<file path="src/rtl/sync_cfg_pkg.sv">
// package: constants, carriers and state codes of the frequency/sync config
// assumes a single 40 MHz clock domain
package sync_cfg_pkg;

  // ----------------------------------------------------------------
  // timing
  // ----------------------------------------------------------------
  localparam int CLK_PERIOD_NS    = 25;
  localparam int CLK_KHZ          = 40000;
  localparam int STRAP_WINDOW_NS  = 10000;
  localparam int STRAP_WINDOW_CYC = (STRAP_WINDOW_NS + CLK_PERIOD_NS - 1) / CLK_PERIOD_NS;
  localparam int SYNC_LOSS_NS     = 5000;
  localparam int SYNC_LOSS_CYC    = (SYNC_LOSS_NS + CLK_PERIOD_NS - 1) / CLK_PERIOD_NS;
  localparam logic [4:0] DIV_STEPS = 5'h10;

  // ----------------------------------------------------------------
  // frequency, phase and strap codes
  // ----------------------------------------------------------------
  localparam logic [15:0] FREQ_MIN_KHZ   = 16'h012c;
  localparam logic [15:0] FREQ_MAX_KHZ   = 16'h03e8;
  localparam logic [15:0] FREQ_SPLIT_KHZ = 16'h01db;
  localparam logic [15:0] FREQ_FAULT_KHZ = 16'h023f;
  localparam logic [15:0] FREQ_STEP_KHZ  = 16'h0032;
  localparam logic [15:0] PHASE_FULL_DEG = 16'h0168;
  localparam logic [15:0] RESET_PERIOD_CYC = 16'(CLK_KHZ / int'(FREQ_FAULT_KHZ));
  localparam logic [4:0]  BIN_OPEN       = 5'h1f;
  localparam logic [4:0]  SYNC_BIN_TOP   = 5'h0f;
  localparam logic [4:0]  VSET_BIN_TOP   = 5'h10;
  localparam logic [4:0]  ADDR_LO_BIN_MAX = 5'h17;
  localparam logic [4:0]  ADDR_HI_BIN_MAX = 5'h18;
  localparam logic [4:0]  HI_BINS_PER_ROW = 5'h05;
  localparam logic [7:0]  ADDR_BASE      = 8'h0a;
  localparam logic [7:0]  ADDR_COL_STEP  = 8'h18;
  localparam logic [7:0]  ADDR_MAX       = 8'h7f;
  localparam logic [7:0]  GAIN_STEP_MOHM = 8'h04;
  localparam logic [15:0] VOUT_MV [16] = '{16'h0258, 16'h02bc, 16'h02ee, 16'h0320,
                                           16'h0352, 16'h0384, 16'h03b6, 16'h03e8,
                                           16'h041a, 16'h044c, 16'h04b0, 16'h05dc,
                                           16'h0708, 16'h09c4, 16'h0ce4, 16'h1388};
  localparam logic [15:0] PHASE_DEG [8] = '{16'h0000, 16'h003c, 16'h0078, 16'h00b4,
                                            16'h00f0, 16'h012c, 16'h005a, 16'h010e};

  // ----------------------------------------------------------------
  // register map
  // ----------------------------------------------------------------
  localparam logic [7:0] REG_CTRL   = 8'h00;
  localparam logic [7:0] REG_FREQ   = 8'h04;
  localparam logic [7:0] REG_PHASE  = 8'h08;
  localparam logic [7:0] REG_STATUS = 8'h0c;
  localparam logic [7:0] REG_ADDR   = 8'h10;
  localparam logic [7:0] REG_VOUT   = 8'h14;
  localparam logic [7:0] REG_GAIN   = 8'h18;
  localparam logic [7:0] REG_PERIOD = 8'h1c;
  localparam logic [15:0] CTRL_RESET = 16'h0000;

  // ----------------------------------------------------------------
  // carriers and states
  // ----------------------------------------------------------------
  typedef struct packed {
    logic [4:0] sync_bin;
    logic [4:0] vset_bin;
    logic [4:0] addr_lo_bin;
    logic [4:0] addr_hi_bin;
  } strap_bins_t;

  typedef struct packed {
    logic [15:0] freq_khz;
    logic        sync_fault;
    logic [15:0] vout_mv;
    logic        track;
    logic [6:0]  addr;
    logic [7:0]  gain_mohm;
    logic [15:0] phase_deg;
  } strap_cfg_t;

  typedef enum logic [1:0] {
    JOB_IDLE  = 2'b00,
    JOB_MEAS  = 2'b01,
    JOB_FREQ  = 2'b11,
    JOB_PHASE = 2'b10
  } job_t;

endpackage : sync_cfg_pkg

</file>
<file path="src/rtl/switching_freq_sync_config.sv">
// switching frequency, sync lock and interleave phase configuration
// assumes sync_i and en_pin_i are synchronous to mclk_i
//
// What this block does
// - switching frequency 300 kHz to 1 MHz, from strap or bus command.
// - clock strap sampled once after reset, later changes ignored.
// - open clock strap is a fault and gives 575 kHz.
// - running frequency changes allowed only on the same side of 475 kHz.
// - clock strap bins decode to 575, then 300..1000 by 50, then 575.
// - voltage strap bins decode to track, table voltages, then 0 V.
// - once enabled, pwm timing locks to sync rising edges.
// - sync lost after lock: free-run at the stored frequency.
// - sync toggling during strap read: no strap frequency stored.
// - no sync during strap read: decoded strap frequency stored.
// - sync present at enable: measured frequency overwrites the setting.
// - sync first seen after enable: lock without touching the setting.
// - default phase from low three address bits via fixed table.
// - phase writes accepted only while output is disabled.
// - phase delay runs from sync rising edge to pwm pulse centre.
// - bus address from both address straps, fixed after startup.
// - high address strap also selects default current sense gain.
// - output enabled by enable pin or bus enable bit.
//
// Decided for this implementation: strobed register access and the placing of the registers.
module switching_freq_sync_config
  import sync_cfg_pkg::*;
(
  input  wire logic                      mclk_i,
  input  wire logic                      rst_i,
  input  wire logic                      en_pin_i,
  input  wire logic                      sync_i,
  input  wire sync_cfg_pkg::strap_bins_t strap_bins_i,
  input  wire logic [7:0]                bus_addr_i,
  input  wire logic [15:0]               bus_wdata_i,
  input  wire logic                      bus_wr_i,
  input  wire logic                      bus_rd_i,
  output logic      [15:0]               bus_rdata_o,
  output logic                           output_en_o,
  output logic                           sync_locked_o,
  output logic                           pwm_center_o,
  output logic                           pwm_boundary_o,
  output sync_cfg_pkg::strap_cfg_t       cfg_o
);

  strap_cfg_t  cfg_d;
  logic [15:0] strap_timer;
  logic        strap_done;
  logic        strap_seen;
  logic        strap_unres;
  logic        sync_q;
  logic        sync_rise;
  logic [15:0] gap_cnt;
  logic [15:0] sync_period;
  logic [1:0]  edges;
  logic        sync_present;
  logic        bus_on;
  logic        en_req;
  logic        en_rise;
  logic [15:0] freq_khz;
  logic [15:0] phase_deg;
  logic        wr_rejected;
  logic        freq_ok;
  logic        phase_ok;
  logic        wr_freq;
  logic        wr_phase;
  logic        need_meas;
  logic        need_freq;
  logic        need_phase;
  job_t        job;
  job_t        next_job;
  logic        div_start;
  logic [15:0] div_num;
  logic [15:0] div_den;
  logic [15:0] div_quot;
  logic        div_done;
  logic [15:0] period_pend;
  logic [15:0] phase_cyc;
  logic [15:0] active_period;
  logic [15:0] pwm_cnt;
  logic        wrap;

  // ----------------------------------------------------------------
  // decode and divide
  // ----------------------------------------------------------------
  strap_decode u_decode (
    .mclk_i (mclk_i),
    .rst_i  (rst_i),
    .bins_i (strap_bins_i),
    .cfg_o  (cfg_d)
  );

  serial_divider u_div (
    .mclk_i  (mclk_i),
    .rst_i   (rst_i),
    .start_i (div_start),
    .num_i   (div_num),
    .den_i   (div_den),
    .quot_o  (div_quot),
    .done_o  (div_done)
  );

  // ----------------------------------------------------------------
  // strap sampling window
  // ----------------------------------------------------------------
  always_ff @(posedge mclk_i) begin
    if (rst_i) begin
      strap_timer <= '0;
      strap_done  <= 1'b0;
      strap_seen  <= 1'b0;
      strap_unres <= 1'b0;
      cfg_o       <= '0;
    end else if (!strap_done) begin
      strap_timer <= strap_timer + 16'h0001;
      if (sync_rise) begin
        strap_seen <= 1'b1;
      end
      if (strap_timer == 16'(STRAP_WINDOW_CYC - 1)) begin
        strap_done  <= 1'b1;
        strap_unres <= strap_seen | sync_rise;
        cfg_o       <= cfg_d;
      end
    end
  end

  // ----------------------------------------------------------------
  // sync edge and period measurement
  // ----------------------------------------------------------------
  assign sync_rise = sync_i & ~sync_q;

  always_ff @(posedge mclk_i) begin
    if (rst_i) begin
      sync_q       <= 1'b0;
      gap_cnt      <= '0;
      sync_period  <= RESET_PERIOD_CYC;
      edges        <= '0;
      sync_present <= 1'b0;
    end else begin
      sync_q <= sync_i;
      if (sync_rise) begin
        gap_cnt <= '0;
        if (edges != 2'h0) begin
          sync_period  <= gap_cnt + 16'h0001;
          sync_present <= 1'b1;
        end
        edges <= 2'h1;
      end else if (gap_cnt == 16'(SYNC_LOSS_CYC)) begin
        edges        <= '0;
        sync_present <= 1'b0;
      end else begin
        gap_cnt <= gap_cnt + 16'h0001;
      end
    end
  end

  // ----------------------------------------------------------------
  // enable and lock
  // ----------------------------------------------------------------
  assign en_req  = (en_pin_i | bus_on) & strap_done;
  assign en_rise = en_req & ~output_en_o;

  always_ff @(posedge mclk_i) begin
    if (rst_i) begin
      output_en_o   <= 1'b0;
      sync_locked_o <= 1'b0;
    end else begin
      output_en_o   <= en_req;
      sync_locked_o <= en_req & sync_present;
    end
  end

  // ----------------------------------------------------------------
  // bus writes
  // ----------------------------------------------------------------
  assign wr_freq  = bus_wr_i && bus_addr_i == REG_FREQ;
  assign wr_phase = bus_wr_i && bus_addr_i == REG_PHASE;
  assign freq_ok  = bus_wdata_i >= FREQ_MIN_KHZ && bus_wdata_i <= FREQ_MAX_KHZ
                    && (!output_en_o
                    || ((bus_wdata_i > FREQ_SPLIT_KHZ) == (freq_khz > FREQ_SPLIT_KHZ)));
  assign phase_ok = !output_en_o && bus_wdata_i < PHASE_FULL_DEG;

  always_ff @(posedge mclk_i) begin
    if (rst_i) begin
      bus_on <= CTRL_RESET[0];
    end else if (bus_wr_i && bus_addr_i == REG_CTRL) begin
      bus_on <= bus_wdata_i[0];
    end
  end

  always_ff @(posedge mclk_i) begin
    if (rst_i) begin
      wr_rejected <= 1'b0;
    end else if ((wr_freq && !freq_ok) || (wr_phase && !phase_ok)) begin
      wr_rejected <= 1'b1;
    end else if (bus_rd_i && bus_addr_i == REG_STATUS) begin
      wr_rejected <= 1'b0;
    end
  end

  always_ff @(posedge mclk_i) begin
    if (rst_i) begin
      freq_khz <= FREQ_FAULT_KHZ;
    end else if (!strap_done && strap_timer == 16'(STRAP_WINDOW_CYC - 1)) begin
      if (!(strap_seen | sync_rise)) begin
        freq_khz <= cfg_d.freq_khz;
      end
    end else if (div_done && job == JOB_MEAS) begin
      freq_khz <= div_quot;
    end else if (wr_freq && freq_ok) begin
      freq_khz <= bus_wdata_i;
    end
  end

  always_ff @(posedge mclk_i) begin
    if (rst_i) begin
      phase_deg <= '0;
    end else if (!strap_done && strap_timer == 16'(STRAP_WINDOW_CYC - 1)) begin
      phase_deg <= cfg_d.phase_deg;
    end else if (wr_phase && phase_ok) begin
      phase_deg <= bus_wdata_i;
    end
  end

  // ----------------------------------------------------------------
  // conversion jobs
  // ----------------------------------------------------------------
  always_comb begin
    next_job = JOB_IDLE;
    div_num  = 16'(CLK_KHZ);
    div_den  = freq_khz;
    if (need_meas) begin
      next_job = JOB_MEAS;
      div_den  = sync_period;
    end else if (need_freq) begin
      next_job = JOB_FREQ;
    end else if (need_phase) begin
      next_job = JOB_PHASE;
      div_num  = 16'(period_pend * phase_deg);
      div_den  = PHASE_FULL_DEG;
    end
    div_start = (job == JOB_IDLE) && (next_job != JOB_IDLE);
  end

  always_ff @(posedge mclk_i) begin
    if (rst_i) begin
      job <= JOB_IDLE;
    end else begin
      unique case (job)
        JOB_IDLE:  job <= next_job;
        JOB_MEAS:  if (div_done) job <= JOB_IDLE;
        JOB_FREQ:  if (div_done) job <= JOB_IDLE;
        JOB_PHASE: if (div_done) job <= JOB_IDLE;
      endcase
    end
  end

  always_ff @(posedge mclk_i) begin
    if (rst_i) begin
      need_meas <= 1'b0;
    end else if (en_rise && sync_present) begin
      need_meas <= 1'b1;
    end else if (div_start && next_job == JOB_MEAS) begin
      need_meas <= 1'b0;
    end
  end

  always_ff @(posedge mclk_i) begin
    if (rst_i) begin
      need_freq <= 1'b1;
    end else if ((wr_freq && freq_ok) || (div_done && job == JOB_MEAS)
                 || (!strap_done && strap_timer == 16'(STRAP_WINDOW_CYC - 1))) begin
      need_freq <= 1'b1;
    end else if (div_start && next_job == JOB_FREQ) begin
      need_freq <= 1'b0;
    end
  end

  always_ff @(posedge mclk_i) begin
    if (rst_i) begin
      need_phase <= 1'b1;
    end else if ((wr_phase && phase_ok) || (div_done && job == JOB_FREQ)) begin
      need_phase <= 1'b1;
    end else if (div_start && next_job == JOB_PHASE) begin
      need_phase <= 1'b0;
    end
  end

  always_ff @(posedge mclk_i) begin
    if (rst_i) begin
      period_pend <= RESET_PERIOD_CYC;
      phase_cyc   <= '0;
    end else if (div_done && job == JOB_FREQ) begin
      period_pend <= div_quot;
    end else if (div_done && job == JOB_PHASE) begin
      phase_cyc <= div_quot;
    end
  end

  // ----------------------------------------------------------------
  // pwm period timer
  // ----------------------------------------------------------------
  assign wrap = pwm_cnt >= active_period - 16'h0001;

  always_ff @(posedge mclk_i) begin
    if (rst_i) begin
      pwm_cnt       <= '0;
      active_period <= RESET_PERIOD_CYC;
    end else if (!output_en_o) begin
      pwm_cnt       <= '0;
      active_period <= period_pend;
    end else if (sync_locked_o && sync_rise) begin
      pwm_cnt <= (phase_cyc == 16'h0000) ? 16'h0000 : active_period - phase_cyc;
    end else if (wrap) begin
      pwm_cnt       <= '0;
      active_period <= period_pend;
    end else begin
      pwm_cnt <= pwm_cnt + 16'h0001;
    end
  end

  always_ff @(posedge mclk_i) begin
    if (rst_i) begin
      pwm_center_o   <= 1'b0;
      pwm_boundary_o <= 1'b0;
    end else begin
      pwm_center_o   <= output_en_o && pwm_cnt == 16'h0000;
      pwm_boundary_o <= output_en_o && wrap;
    end
  end

  // ----------------------------------------------------------------
  // bus reads
  // ----------------------------------------------------------------
  always_ff @(posedge mclk_i) begin
    if (rst_i) begin
      bus_rdata_o <= '0;
    end else begin
      bus_rdata_o <= '0;
      if (bus_rd_i) begin
        unique case (bus_addr_i)
          REG_CTRL:   bus_rdata_o <= {15'h0000, bus_on};
          REG_FREQ:   bus_rdata_o <= freq_khz;
          REG_PHASE:  bus_rdata_o <= phase_deg;
          REG_STATUS: bus_rdata_o <= {8'h00, cfg_o.track, wr_rejected, strap_done,
                                      strap_unres, cfg_o.sync_fault, sync_locked_o,
                                      sync_present, output_en_o};
          REG_ADDR:   bus_rdata_o <= {9'h000, cfg_o.addr};
          REG_VOUT:   bus_rdata_o <= cfg_o.vout_mv;
          REG_GAIN:   bus_rdata_o <= {8'h00, cfg_o.gain_mohm};
          REG_PERIOD: bus_rdata_o <= active_period;
          default:    bus_rdata_o <= '0;
        endcase
      end
    end
  end
endmodule : switching_freq_sync_config

</file>
<file path="src/rtl/strap_decode.sv">
// strap bin decoder: frequency, output voltage, bus address, gain, phase
// assumes bins are steady; result registered every clock
module strap_decode
  import sync_cfg_pkg::*;
(
  input  wire logic                       mclk_i,
  input  wire logic                       rst_i,
  input  wire sync_cfg_pkg::strap_bins_t  bins_i,
  output sync_cfg_pkg::strap_cfg_t        cfg_o
);

  strap_cfg_t next_cfg;
  logic [4:0] lo;
  logic [4:0] hi;
  logic [7:0] sum;

  // ----------------------------------------------------------------
  // decode
  // ----------------------------------------------------------------
  always_comb begin
    next_cfg = '0;
    lo  = (bins_i.addr_lo_bin > ADDR_LO_BIN_MAX) ? ADDR_LO_BIN_MAX : bins_i.addr_lo_bin;
    hi  = (bins_i.addr_hi_bin > ADDR_HI_BIN_MAX) ? ADDR_HI_BIN_MAX : bins_i.addr_hi_bin;
    sum = ADDR_BASE + 8'(lo) + 8'(hi % HI_BINS_PER_ROW) * ADDR_COL_STEP;
    if (sum > ADDR_MAX) begin
      sum = ADDR_MAX;
    end
    next_cfg.addr      = sum[6:0];
    next_cfg.gain_mohm = GAIN_STEP_MOHM * (8'(hi / HI_BINS_PER_ROW) + 8'h01);
    next_cfg.phase_deg = PHASE_DEG[sum[2:0]];
    next_cfg.sync_fault = (bins_i.sync_bin == BIN_OPEN);
    if (bins_i.sync_bin == 5'h00 || bins_i.sync_bin > SYNC_BIN_TOP) begin
      next_cfg.freq_khz = FREQ_FAULT_KHZ;
    end else begin
      next_cfg.freq_khz = FREQ_MIN_KHZ + FREQ_STEP_KHZ * 16'(bins_i.sync_bin - 5'h01);
    end
    next_cfg.track = (bins_i.vset_bin == 5'h00);
    if (bins_i.vset_bin != 5'h00 && bins_i.vset_bin <= VSET_BIN_TOP) begin
      next_cfg.vout_mv = VOUT_MV[4'(bins_i.vset_bin - 5'h01)];
    end
  end

  always_ff @(posedge mclk_i) begin
    if (rst_i) begin
      cfg_o <= '0;
    end else begin
      cfg_o <= next_cfg;
    end
  end

endmodule : strap_decode

</file>
<file path="src/rtl/serial_divider.sv">
// serial restoring divider, one quotient bit per clock
// assumes operands stay valid only in the start cycle
module serial_divider
  import sync_cfg_pkg::*;
(
  input  wire logic        mclk_i,
  input  wire logic        rst_i,
  input  wire logic        start_i,
  input  wire logic [15:0] num_i,
  input  wire logic [15:0] den_i,
  output logic      [15:0] quot_o,
  output logic             done_o
);

  logic [15:0] rem;
  logic [15:0] den;
  logic [4:0]  step;
  logic        busy;
  logic [16:0] sh;

  assign sh = {rem, quot_o[15]};

  // ----------------------------------------------------------------
  // iterate
  // ----------------------------------------------------------------
  always_ff @(posedge mclk_i) begin
    if (rst_i) begin
      rem    <= '0;
      den    <= '0;
      quot_o <= '0;
      step   <= '0;
      busy   <= 1'b0;
      done_o <= 1'b0;
    end else begin
      done_o <= 1'b0;
      if (start_i) begin
        rem    <= '0;
        den    <= den_i;
        quot_o <= num_i;
        step   <= '0;
        busy   <= 1'b1;
      end else if (busy) begin
        if (sh >= {1'b0, den}) begin
          rem    <= 16'(sh - {1'b0, den});
          quot_o <= {quot_o[14:0], 1'b1};
        end else begin
          rem    <= sh[15:0];
          quot_o <= {quot_o[14:0], 1'b0};
        end
        step <= step + 5'h01;
        if (step == DIV_STEPS - 5'h01) begin
          busy   <= 1'b0;
          done_o <= 1'b1;
        end
      end
    end
  end

endmodule : serial_divider

</file>
<file path="config.mk">
export PLATFORM = sky130hd
export DESIGN_NAME = switching_freq_sync_config
export DESIGN_NICKNAME = d
export VERILOG_FILES = /design/src/rtl/sync_cfg_pkg.sv /design/src/rtl/switching_freq_sync_config.sv /design/src/rtl/strap_decode.sv /design/src/rtl/serial_divider.sv
export SDC_FILE = /design/constraint.sdc
export NUM_CORES = 1
export LEC_CHECK = 0
export ABC_CLOCK_PERIOD_IN_PS = 11700
export BUFFER_PORTS_ARGS = -buffer_cell sky130_fd_sc_hd__buf_2
export CAP_MARGIN = 20
export CORE_MARGIN = 5
export CORE_UTILIZATION = 54
export DETAILED_ROUTE_END_ITERATION = 10
export GPL_ROUTABILITY_DRIVEN = 0
export HOLD_SLACK_MARGIN = 0.06
export PLACE_DENSITY = 0.83
export SLEW_MARGIN = 20
export SYNTH_ARGS = -nofsm -noshare
export SYNTH_HDL_FRONTEND = slang
export SYNTH_SLANG_ARGS = --single-unit
</file>
<file path="constraint.sdc">
create_clock -name mclk_i -period 11.7 [get_ports mclk_i]
set_input_delay 0 -clock mclk_i [delete_from_list [all_inputs] [get_ports mclk_i]]
set_output_delay 0 -clock mclk_i [all_outputs]
set_load 0.02 [all_outputs]
</file>
* Word-level counts from Yosys, hierarchy flattened
Memories as Yosys holds them, arrays and structs flattened. A register that Yosys moved wholly into a read port is not among the register bits.
Cells that the tools add are included.
** Cells by class
- $lt $le $gt $ge :: 12
- Multipliers :: 3
- Reduce and logical (&&, ||, !) cells :: 65
- Equality and inequality tests :: 23
- Muxes and demuxes :: 47
- Add/subtract/negate cells :: 13
- Bitwise operators :: 15
- Div/mod/pow operators :: 2
** Operators by type and width (number)
- 16-bit 2-to-1 mux :: 22
- 16-bit one-hot mux with 8 select lines :: 1
- 16-bit by 1-bit adder with 16-bit output (second input constant) :: 3
- 8-bit by 5-bit == test with 1-bit output (second input constant) :: 4
- 16-bit by 9-bit > comparator with 1-bit output (second input constant) :: 2
- 16-bit zero test :: 2
- 16-bit subtractor :: 2
- 1-bit logical AND :: 24
- 17-bit by 16-bit greater-or-equal comparator with 1-bit output :: 1
- 9-bit by 16-bit adder with 16-bit output (first input constant) :: 1
- 16-bit by 8-bit == test with 1-bit output (second input constant) :: 1
- 16-bit by 9-bit == test with 1-bit output (second input constant) :: 1
- 8-bit by 4-bit == test with 1-bit output (second input constant) :: 2
- 16-bit greater-or-equal comparator :: 1
- 16-bit by 9-bit greater-or-equal comparator with 1-bit output (second input constant) :: 1
- 16-bit by 10-bit less-or-equal comparator with 1-bit output (second input constant) :: 1
- 16-bit by 9-bit less-than comparator with 1-bit output (second input constant) :: 1
- 16-bit by 16-bit multiplier with 16-bit output :: 1
- 5-bit by 16-bit multiplier with 15-bit output (first input constant) :: 1
- 1-bit 2-to-1 mux :: 16
- 2-bit OR reduction :: 8
- 16-bit by 1-bit subtractor with 16-bit output (second input constant) :: 1
- 2-bit AND reduction :: 7
- 2-bit nonzero test :: 6
- 38 further kinds :: 70
** Word-level totals
- Memories kept :: 2
- Register bits :: 330
- Bits in read-only memories :: 384
** Memories
- (name not given) :: depth 16, bits a word 16, rd ports 1, clocked after Yosys merged registers in 1, write ports 0, line strap_decode.sv:39 : next_cfg.vout_mv = VOUT_MV[4'(bins_i.vset_bin - 5'h01)];
- (name not given) :: depth 8, bits a word 16, rd ports 1, clocked after Yosys merged registers in 1, write ports 0, line strap_decode.sv:30 : next_cfg.phase_deg = PHASE_DEG[sum[2:0]];

* Depth between registers and ports, before layout
Gate-level depths: netlist (run 1).
- Depth after elaboration :: 8
- Mapped depth :: 28

* By module
A second synthesis (run 1) with hierarchy kept.
** Second synthesis, totals
- Cell total of the unflattened synthesis :: 2718
- Area total of the unflattened synthesis :: 22396.5 sq um
** Modules (own cells, without submodules)
- switching_freq_sync_config :: cells each 1905, times used 1, area each 15593.7 sq um
- strap_decode :: cells each 417, times used 1, area each 3545.9 sq um
- serial_divider :: cells each 396, times used 1, area each 3256.9 sq um

* Least setup slack after synthesis (run 1)
No wires, ideal clock.
- Path type :: flip-flop to flip-flop
- From :: register phase_deg[6]
- To :: register u_div.quot_o[14]
- Path buffers :: 1
- Arrival time :: 5.036 ns
- Period minus slack after synthesis :: 5.129 ns
- Setup slack :: 6.571 ns
- Cell stages (with the launch flop) :: 18
- Cell sequence :: dfxtp_1 clkbuf_1 nand2_1 fa_1 inv_1 fa_1 inv_1 fa_1 fa_1 inv_1 fa_1 fa_1 ha_1 a21oi_1 o21ai_0 o31a_1 xnor2_1 o32ai_1
** Between the ends
- Word-level cells in the longest chain between the ends :: 5
** Ends and longest elaborated chain
- start: declaration :: line switching_freq_sync_config.sv:60 : logic [15:0] phase_deg;
- start signal: assignment :: line switching_freq_sync_config.sv:217 : phase_deg <= cfg_d.phase_deg;
- start signal: assignment :: line switching_freq_sync_config.sv:219 : phase_deg <= bus_wdata_i;
- 16-bit by 16-bit multiplier with 16-bit output :: line switching_freq_sync_config.sv:237 : div_num = 16'(period_pend * phase_deg);
- 16-bit 2-to-1 mux :: line switching_freq_sync_config.sv:235 : end else if (need_phase) begin
- 16-bit 2-to-1 mux :: line switching_freq_sync_config.sv:233 : end else if (need_freq) begin
- 16-bit 2-to-1 mux :: line switching_freq_sync_config.sv:230 : if (need_meas) begin
- 16-bit 2-to-1 mux :: line serial_divider.sv:36 : if (start_i) begin
- end signal: assignment :: line serial_divider.sv:39 : quot_o <= num_i;
- end signal: assignment :: line serial_divider.sv:45 : quot_o <= {quot_o[14:0], 1'b1};
- end signal: assignment :: line serial_divider.sv:48 : quot_o <= {quot_o[14:0], 1'b0};
- end: declaration :: line serial_divider.sv:11 : output logic [15:0] quot_o,
No other way between the ends.
A chain may end at the register's enable or synchronous reset.

* Final worst setup path (run 1)
- From :: input port strap_bins_i[4] in the netlist's numbering
- To :: register u_decode.cfg_o[3] (netlist name)
** Between the ends
- Word-level cells in the longest chain between the ends :: 8
** Ends and longest elaborated chain
- start: declaration :: line switching_freq_sync_config.sv:32 : input wire sync_cfg_pkg::strap_bins_t strap_bins_i,
- 5-bit > comparator :: line strap_decode.sv:23 : hi = (bins_i.addr_hi_bin > ADDR_HI_BIN_MAX) ? ADDR_HI_BIN_MAX : bins_i.addr_hi_bin;
- 5-bit 2-to-1 mux * :: line strap_decode.sv:23
- 5-bit by 3-bit modulo with 8-bit output * :: line strap_decode.sv:24 : sum = ADDR_BASE + 8'(lo) + 8'(hi % HI_BINS_PER_ROW) * ADDR_COL_STEP;
- 8-bit by 2-bit multiplier with 5-bit output * :: line strap_decode.sv:24
- 6-bit by 8-bit adder with 8-bit output * :: line strap_decode.sv:24
- 8-bit by 7-bit > comparator with 1-bit output * :: line strap_decode.sv:25 : if (sum > ADDR_MAX) begin
- 7-bit 2-to-1 mux * :: line strap_decode.sv:25
- 3-bit inverter with 4-bit output (not written as such) * :: line strap_decode.sv:30
Every way passes the cells marked *; elsewhere a longest branch is shown, timed or not.

==> results.toml, run 1 <==
[clocking]
cts_resized = 0
cts_setup_buffers = 0
clk_path_buf_depth = 3
path_clk_slew_ns = 0.06
clk_latency_ns = 0.54
root_buffer = "clkbuf_16"
cts_tree = "done"
clock_sinks = 328
cts_buffers = 35
htreeDepth = 2

[synthesis]
yosysTopAreaCellShare_pct = 31.2
synth_warnings = 0
syn_avg_cell_area_um2 = 8.31
seq_area_frac_synth_pct = 31.2
async_flop_share_pct = 0
synth-seq-cells = 328
yosysTopAreaCell = "dfxtp_1"
netlist_instances = 2535
synth_area_um2 = 21100
synth_cell_type_count = 78
synth_ff_type = "dfxtp_1"
synth.top_cells.by_area = "dfxtp_1 31%, ha_1 8.8%, fa_1 8.4%"
synth_edf_count = 0

[global_route]
grt_max_degree = 160
grt.overflow.total = 0
grt_pass1_wl_um = 96800
antenna_found_initial = 2
first_global_vias = 18700
grtUsageTotal_pct = 26.7

[die]
die-area_um2 = 43100
initial_core_util_pct = 54.5
rows = 72
dieWidth_um = 208
core_um2 = 38600
io_pins = 135
die_height_um = 208

[timing]
hold_viol = 0
skew_ns = 0.0180
setup_viol = 0
fin_crit_sh_pct = 52.1
layout_setup_ws_ns = 5.60
rsz0062_at_grt = "false"
tns_ns = 0
fin_crit_ns = 6.10
slew_viol_final = 0
tightest_slew_ns = 1.03
max_freq_mhz = 164
slew_headroom_pct = 31.4

[critical_path]
critPathKind = "primary input to register"
cp-end-kind = "register"
worstPathArrival_ns = 6.48
worstSetupStartpointType = "primary input"
path_common_cell = "ha_1"
slowest_stage = "xor2_1"
r2r_setup_slack_ns = 6.16
crit_fanout = 16
critical_path_depth = 27
path_buf_inv = 3
crit_required_ns = 12.08
crit_family = "compound AO/OA/AOI/OAI gates"
cpPeakStageDelay_ns = 0.82
r2r_cells = 16

[finish]
syn_to_final_growth_pct = 11.6
final_common_cell = "nand2_1"
final_nets = 2905
layout_common_cells = "349 x nand2_1, 328 x dfxtp_1, 213 x inv_1"
reg_top3 = "cfg_o x48, u_decode.cfg_o x48"
fin_area_um2 = 23500
drive_above_1_share_pct = 8.21
fin_cells = 3163

[placement]
port_buffers = 118
placement.cell_area_um2 = 21900
dp_cells = 3051
dp_hpwl_um = 43600
dp_slack_ns = 5.90

[routing]
vias = 18900
wl_per_cell_um = 18.9
first_pass_iters = 6
drc = 0
wirelength_um = 59900
drt-vias-per-instance = 5.97
first_iter_violations = 1797
ant_nets = 0

[power]
powerDensity_nw_per_um2 = 129
ir_drop_mv = 0.130
leakage_nw = 9.98

[worst_hold_path]
min_path_cells = 4
hp-class = "primary input to register"

[run_status]
status = "complete, no violations"

[run]
maxCapViolations = 0
timing repair:
| item | CTS | global route |
|---|---|---|
| setup endpoints to repair | 0 | 0 |
| hold buffers | 46 | 0 |
| hold endpoints to repair | 121 | 0 |
area by class of cell:
type | instances | area [um^2]
Antenna cell | 1 | 2.50
Inverter | 213 | 800
Fill cell | 3064 | 15100
Sequential cell | 328 | 6570
Clock buffer | 45 | 965
Timing Repair Buffer | 177 | 1160
Clock inverter | 18 | 220
Tap cell | 518 | 648
Multi-Input combinational cell | 1863 | 13200
cell usage after synthesis, types with 13 or more instances:
cell type	number
a211o_1	14
xnor2_1	80
nor3_1	35
inv_1	213
dfxtp_1	328
nand4_1	21
a211oi_1	42
mux2i_1	64
a31oi_1	13
nand2b_1	32
o22ai_1	18
a221oi_1	24
nand2_1	349
nor2b_1	26
clkbuf_1	118
nand3_1	36
a22oi_1	13
fa_1	88
o21ai_0	93
a21oi_1	195
and2_1	82
nor4_1	20
xor2_1	72
ha_1	149
and3_1	28
nor2_1	185
buf_4	19
a21o_1	15
metrics by stage:
stage	util [%]	hold slack [ns]	power, W
2_1_floorplan	-	0.0919	0.00173
3_3_place_gp	56.5	0.222	0.00184
3_5_place_dp	56.5	0.248	0.00187
4_1_cts	60.8	0.106	0.00302
5_1_grt	60.9	0.135	0.00316
6_report	60.9	0.0815	0.00303
cells by family after synthesis:
group,synth area share [%]
AOI/OAI and AO/OA,15.5
muxes,3.47
xor gates and xnor gates,6.32
DFF,31.2
adders and majority gates,17.2
buffers and inverters,6.85
other,0.0178
and+or+nand+nor,19.5
layer usage:
layer	vias to the layer above	wire (um)	GRT usage [%]
li1	8730	-	-
met1	8932	22900	33.1
met2	1009	27800	44.7
met3	219	5720	5.30
met4	2	3520	13.0
met5	-	11	0
power by group:
part	internal, W	total [W]	switching [W]
registers	0.00118	0.00124	0.0000533
logic	0.000263	0.000654	0.000392
clock network	0.000677	0.00114	0.000464
total	0.00212	0.00303	0.000909
final timing paths:
| kind | to | start |
|---|---|---|
| setup reg to reg | u_div.quot_o[14] | phase_deg[3] |
| setup / recovery | u_decode.cfg_o[3] | strap_bins_i[4] |
| hold / removal | u_decode.cfg_o[58] | strap_bins_i[17] |
| hold reg to reg | cfg_o[39] | u_decode.cfg_o[39] |
tightest hold or removal path, cell delays in order:
cell,delay [ns]
buf_2,0.13
nor2_1,0.15
a221oi_1,0.17
a21oi_1,0.12
Power figures use the tool's default switching activity.
==> run 2, diff against run 1 <==
--- a/config.mk
+++ b/config.mk
@@ -5,7 +5,7 @@
 export SDC_FILE = /design/constraint.sdc
 export NUM_CORES = 1
 export LEC_CHECK = 0
-export ABC_CLOCK_PERIOD_IN_PS = 11700
+export ABC_CLOCK_PERIOD_IN_PS = 6300
 export BUFFER_PORTS_ARGS = -buffer_cell sky130_fd_sc_hd__buf_2
 export CAP_MARGIN = 20
 export CORE_MARGIN = 5
==> constraint.sdc (replaced) <==
create_clock -name mclk_i -period 6.3 [get_ports mclk_i]
set_input_delay 0 -clock mclk_i [delete_from_list [all_inputs] [get_ports mclk_i]]
set_output_delay 0 -clock mclk_i [all_outputs]
set_load 0.02 [all_outputs]
==> results.toml, run 2 (synthesis results as in run 1) <==
[timing]
max_freq_mhz = 178
rsz0062_at_grt = "false"
setup_viol = 0
tightest_slew_ns = 1.08
slew_headroom_pct = 27.0
hold_viol = 0
fin_crit_sh_pct = 89.0
tns_ns = 0
slew_viol_final = 0
skew_ns = 0.0174
fin_crit_ns = 5.61

[critical_path]
r2r_setup_slack_ns = 0.69
critPathKind = "register to register"
worstReg2RegEnd = "u_div.quot_o[14]"
cp-end-kind = "register"
worstSetupStartpointType = "register"
crit_required_ns = 6.75
r2r_cells = 18
worstPathArrival_ns = 6.06
r2r_start = "period_pend[1]"
crit_fanout = 17

[clocking]
cts_resized = 0
path_clk_slew_ns = 0.06
cts_setup_buffers = 0
clk_path_buf_depth = 3
cts_buffers = 34
clk_latency_ns = 0.54
root_buffer = "clkbuf_16"
htreeDepth = 2
cts_tree = "done"
clock_sinks = 328

[power]
powerDensity_nw_per_um2 = 244
leakage_nw = 10.0
pwr-share-comb_pct = 20.9
ir_drop_mv = 0.265
power_switching_share_pct = 29.3
p_int_w = 0.00406
clock_power_share_pct = 39.1
pwr-share-seq_pct = 40.0
power.switching_w = 0.00168
p_total_w = 0.00574

[routing]
drc = 0
vias = 18900
wl_per_cell_um = 19.1
ant_nets = 0
first_iter_violations = 2115
first_pass_iters = 9
wirelength_um = 60400
drt-vias-per-instance = 5.98

[finish]
layout_common_cells = "349 x nand2_1, 328 x dfxtp_1, 213 x inv_1"
reg_top3 = "cfg_o x48, u_decode.cfg_o x48"
final-seq-area_um2 = 6570
final_common_cell = "nand2_1"
fin_area_um2 = 23600
nFillCells = 3075
multi_input_area_um2 = 13200
utilization_pct = 61.0
drive_above_1_share_pct = 8.22
final_nets = 2903
syn_to_final_growth_pct = 11.8

[worst_hold_path]
hold_path_end = "freq_khz[10]"
hold_start = "bus_wdata_i[10]"
min_path_cells = 5
hp-class = "primary input to register"

[die]
initial_core_util_pct = 54.5
die_height_um = 208
die-area_um2 = 43100
io_pins = 135
core_um2 = 38600
dieWidth_um = 208
rows = 72

[global_route]
grtUsageTotal_pct = 27.0
grt.overflow.total = 0
first_global_vias = 18800
grt_pass1_wl_um = 97700
grt_max_degree = 142
antenna_found_initial = 2

[run]
maxCapViolations = 0

[placement]
placement.cell_area_um2 = 21900
port_buffers = 118
dp_hpwl_um = 43900

[run_status]
status = "complete, no violations"
run 2: how the worst max path moves through the flow:
stage | from | to | slack (ns) | cells past startpoint
3_5_place_dp | period_pend[1] | u_div.quot_o[14] | 0.76 | 18
3_3_place_gp | period_pend[1] | u_div.quot_o[14] | 1.01 | 18
2_1_floorplan | phase_deg[6] | u_div.quot_o[14] | 1.17 | 17
4_1_cts | period_pend[1] | u_div.quot_o[14] | 0.75 | 18
6_report | period_pend[1] | u_div.quot_o[14] | 0.69 | 18
5_1_grt | period_pend[1] | u_div.quot_o[14] | 0.35 | 18
run 2: power by group through the flow:
stage	combinational (W)	sequential [W]	clock, W
5_1_grt	0.00133	0.00231	0.00235
6_report	0.00120	0.00230	0.00225
3_3_place_gp	0.00110	0.00233	0
2_1_floorplan	0.000925	0.00229	0
3_5_place_dp	0.00115	0.00234	0
4_1_cts	0.00118	0.00229	0.00226
run 2: critical path: stages, from the launching register on:
cell	delay (ns)
dfxtp_1	0.72
nand2_1	0.20
fa_1	0.57
inv_1	0.05
fa_1	0.48
ha_1	0.23
fa_1	0.55
inv_1	0.06
fa_1	0.46
fa_1	0.54
inv_1	0.04
ha_1	0.22
nor3_1	0.19
o21ai_0	0.11
a31oi_1	0.26
o21ai_0	0.20
o31a_1	0.30
xnor2_1	0.13
o32ai_1	0.20
run 2: layout make-up:
| type | count | area share [%] |
|---|---|---|
| multi-input cells | 1863 | 55.8 |
| flip-flops and latches | 328 | 27.9 |
| repair buffers | 176 | 4.89 |
| clock buffers | 45 | 4.09 |
| inverters | 213 | 3.39 |
| well taps | 518 | 2.75 |
| clock inverters | 15 | 1.20 |
| diodes | 1 | 0.0106 |
run 2: through the flow:
stage	setup slack, ns	hold slack [ns]	std cells
after floorplan	1.17	0.0919	2551
after global placement	1.01	0.222	3055
after detailed placement	0.761	0.233	3055
after CTS	0.753	0.0881	3158
after global routing	0.346	0.138	3159
final	0.690	0.114	3159
run 2: metal layers:
layer	wire length [um]	track usage [%]	up-vias
met4	3130	13.1	2
met2	28600	44.9	988
met1	23000	33.4	8975
met3	5670	5.76	208
li1	-	-	8726
met5	13	0	-
run 2: repair_timing:
action,4_1_cts,5_1_grt
setup endpoints to repair,0,0
hold buffers,43,0
endpoints found under the hold margin,120,0
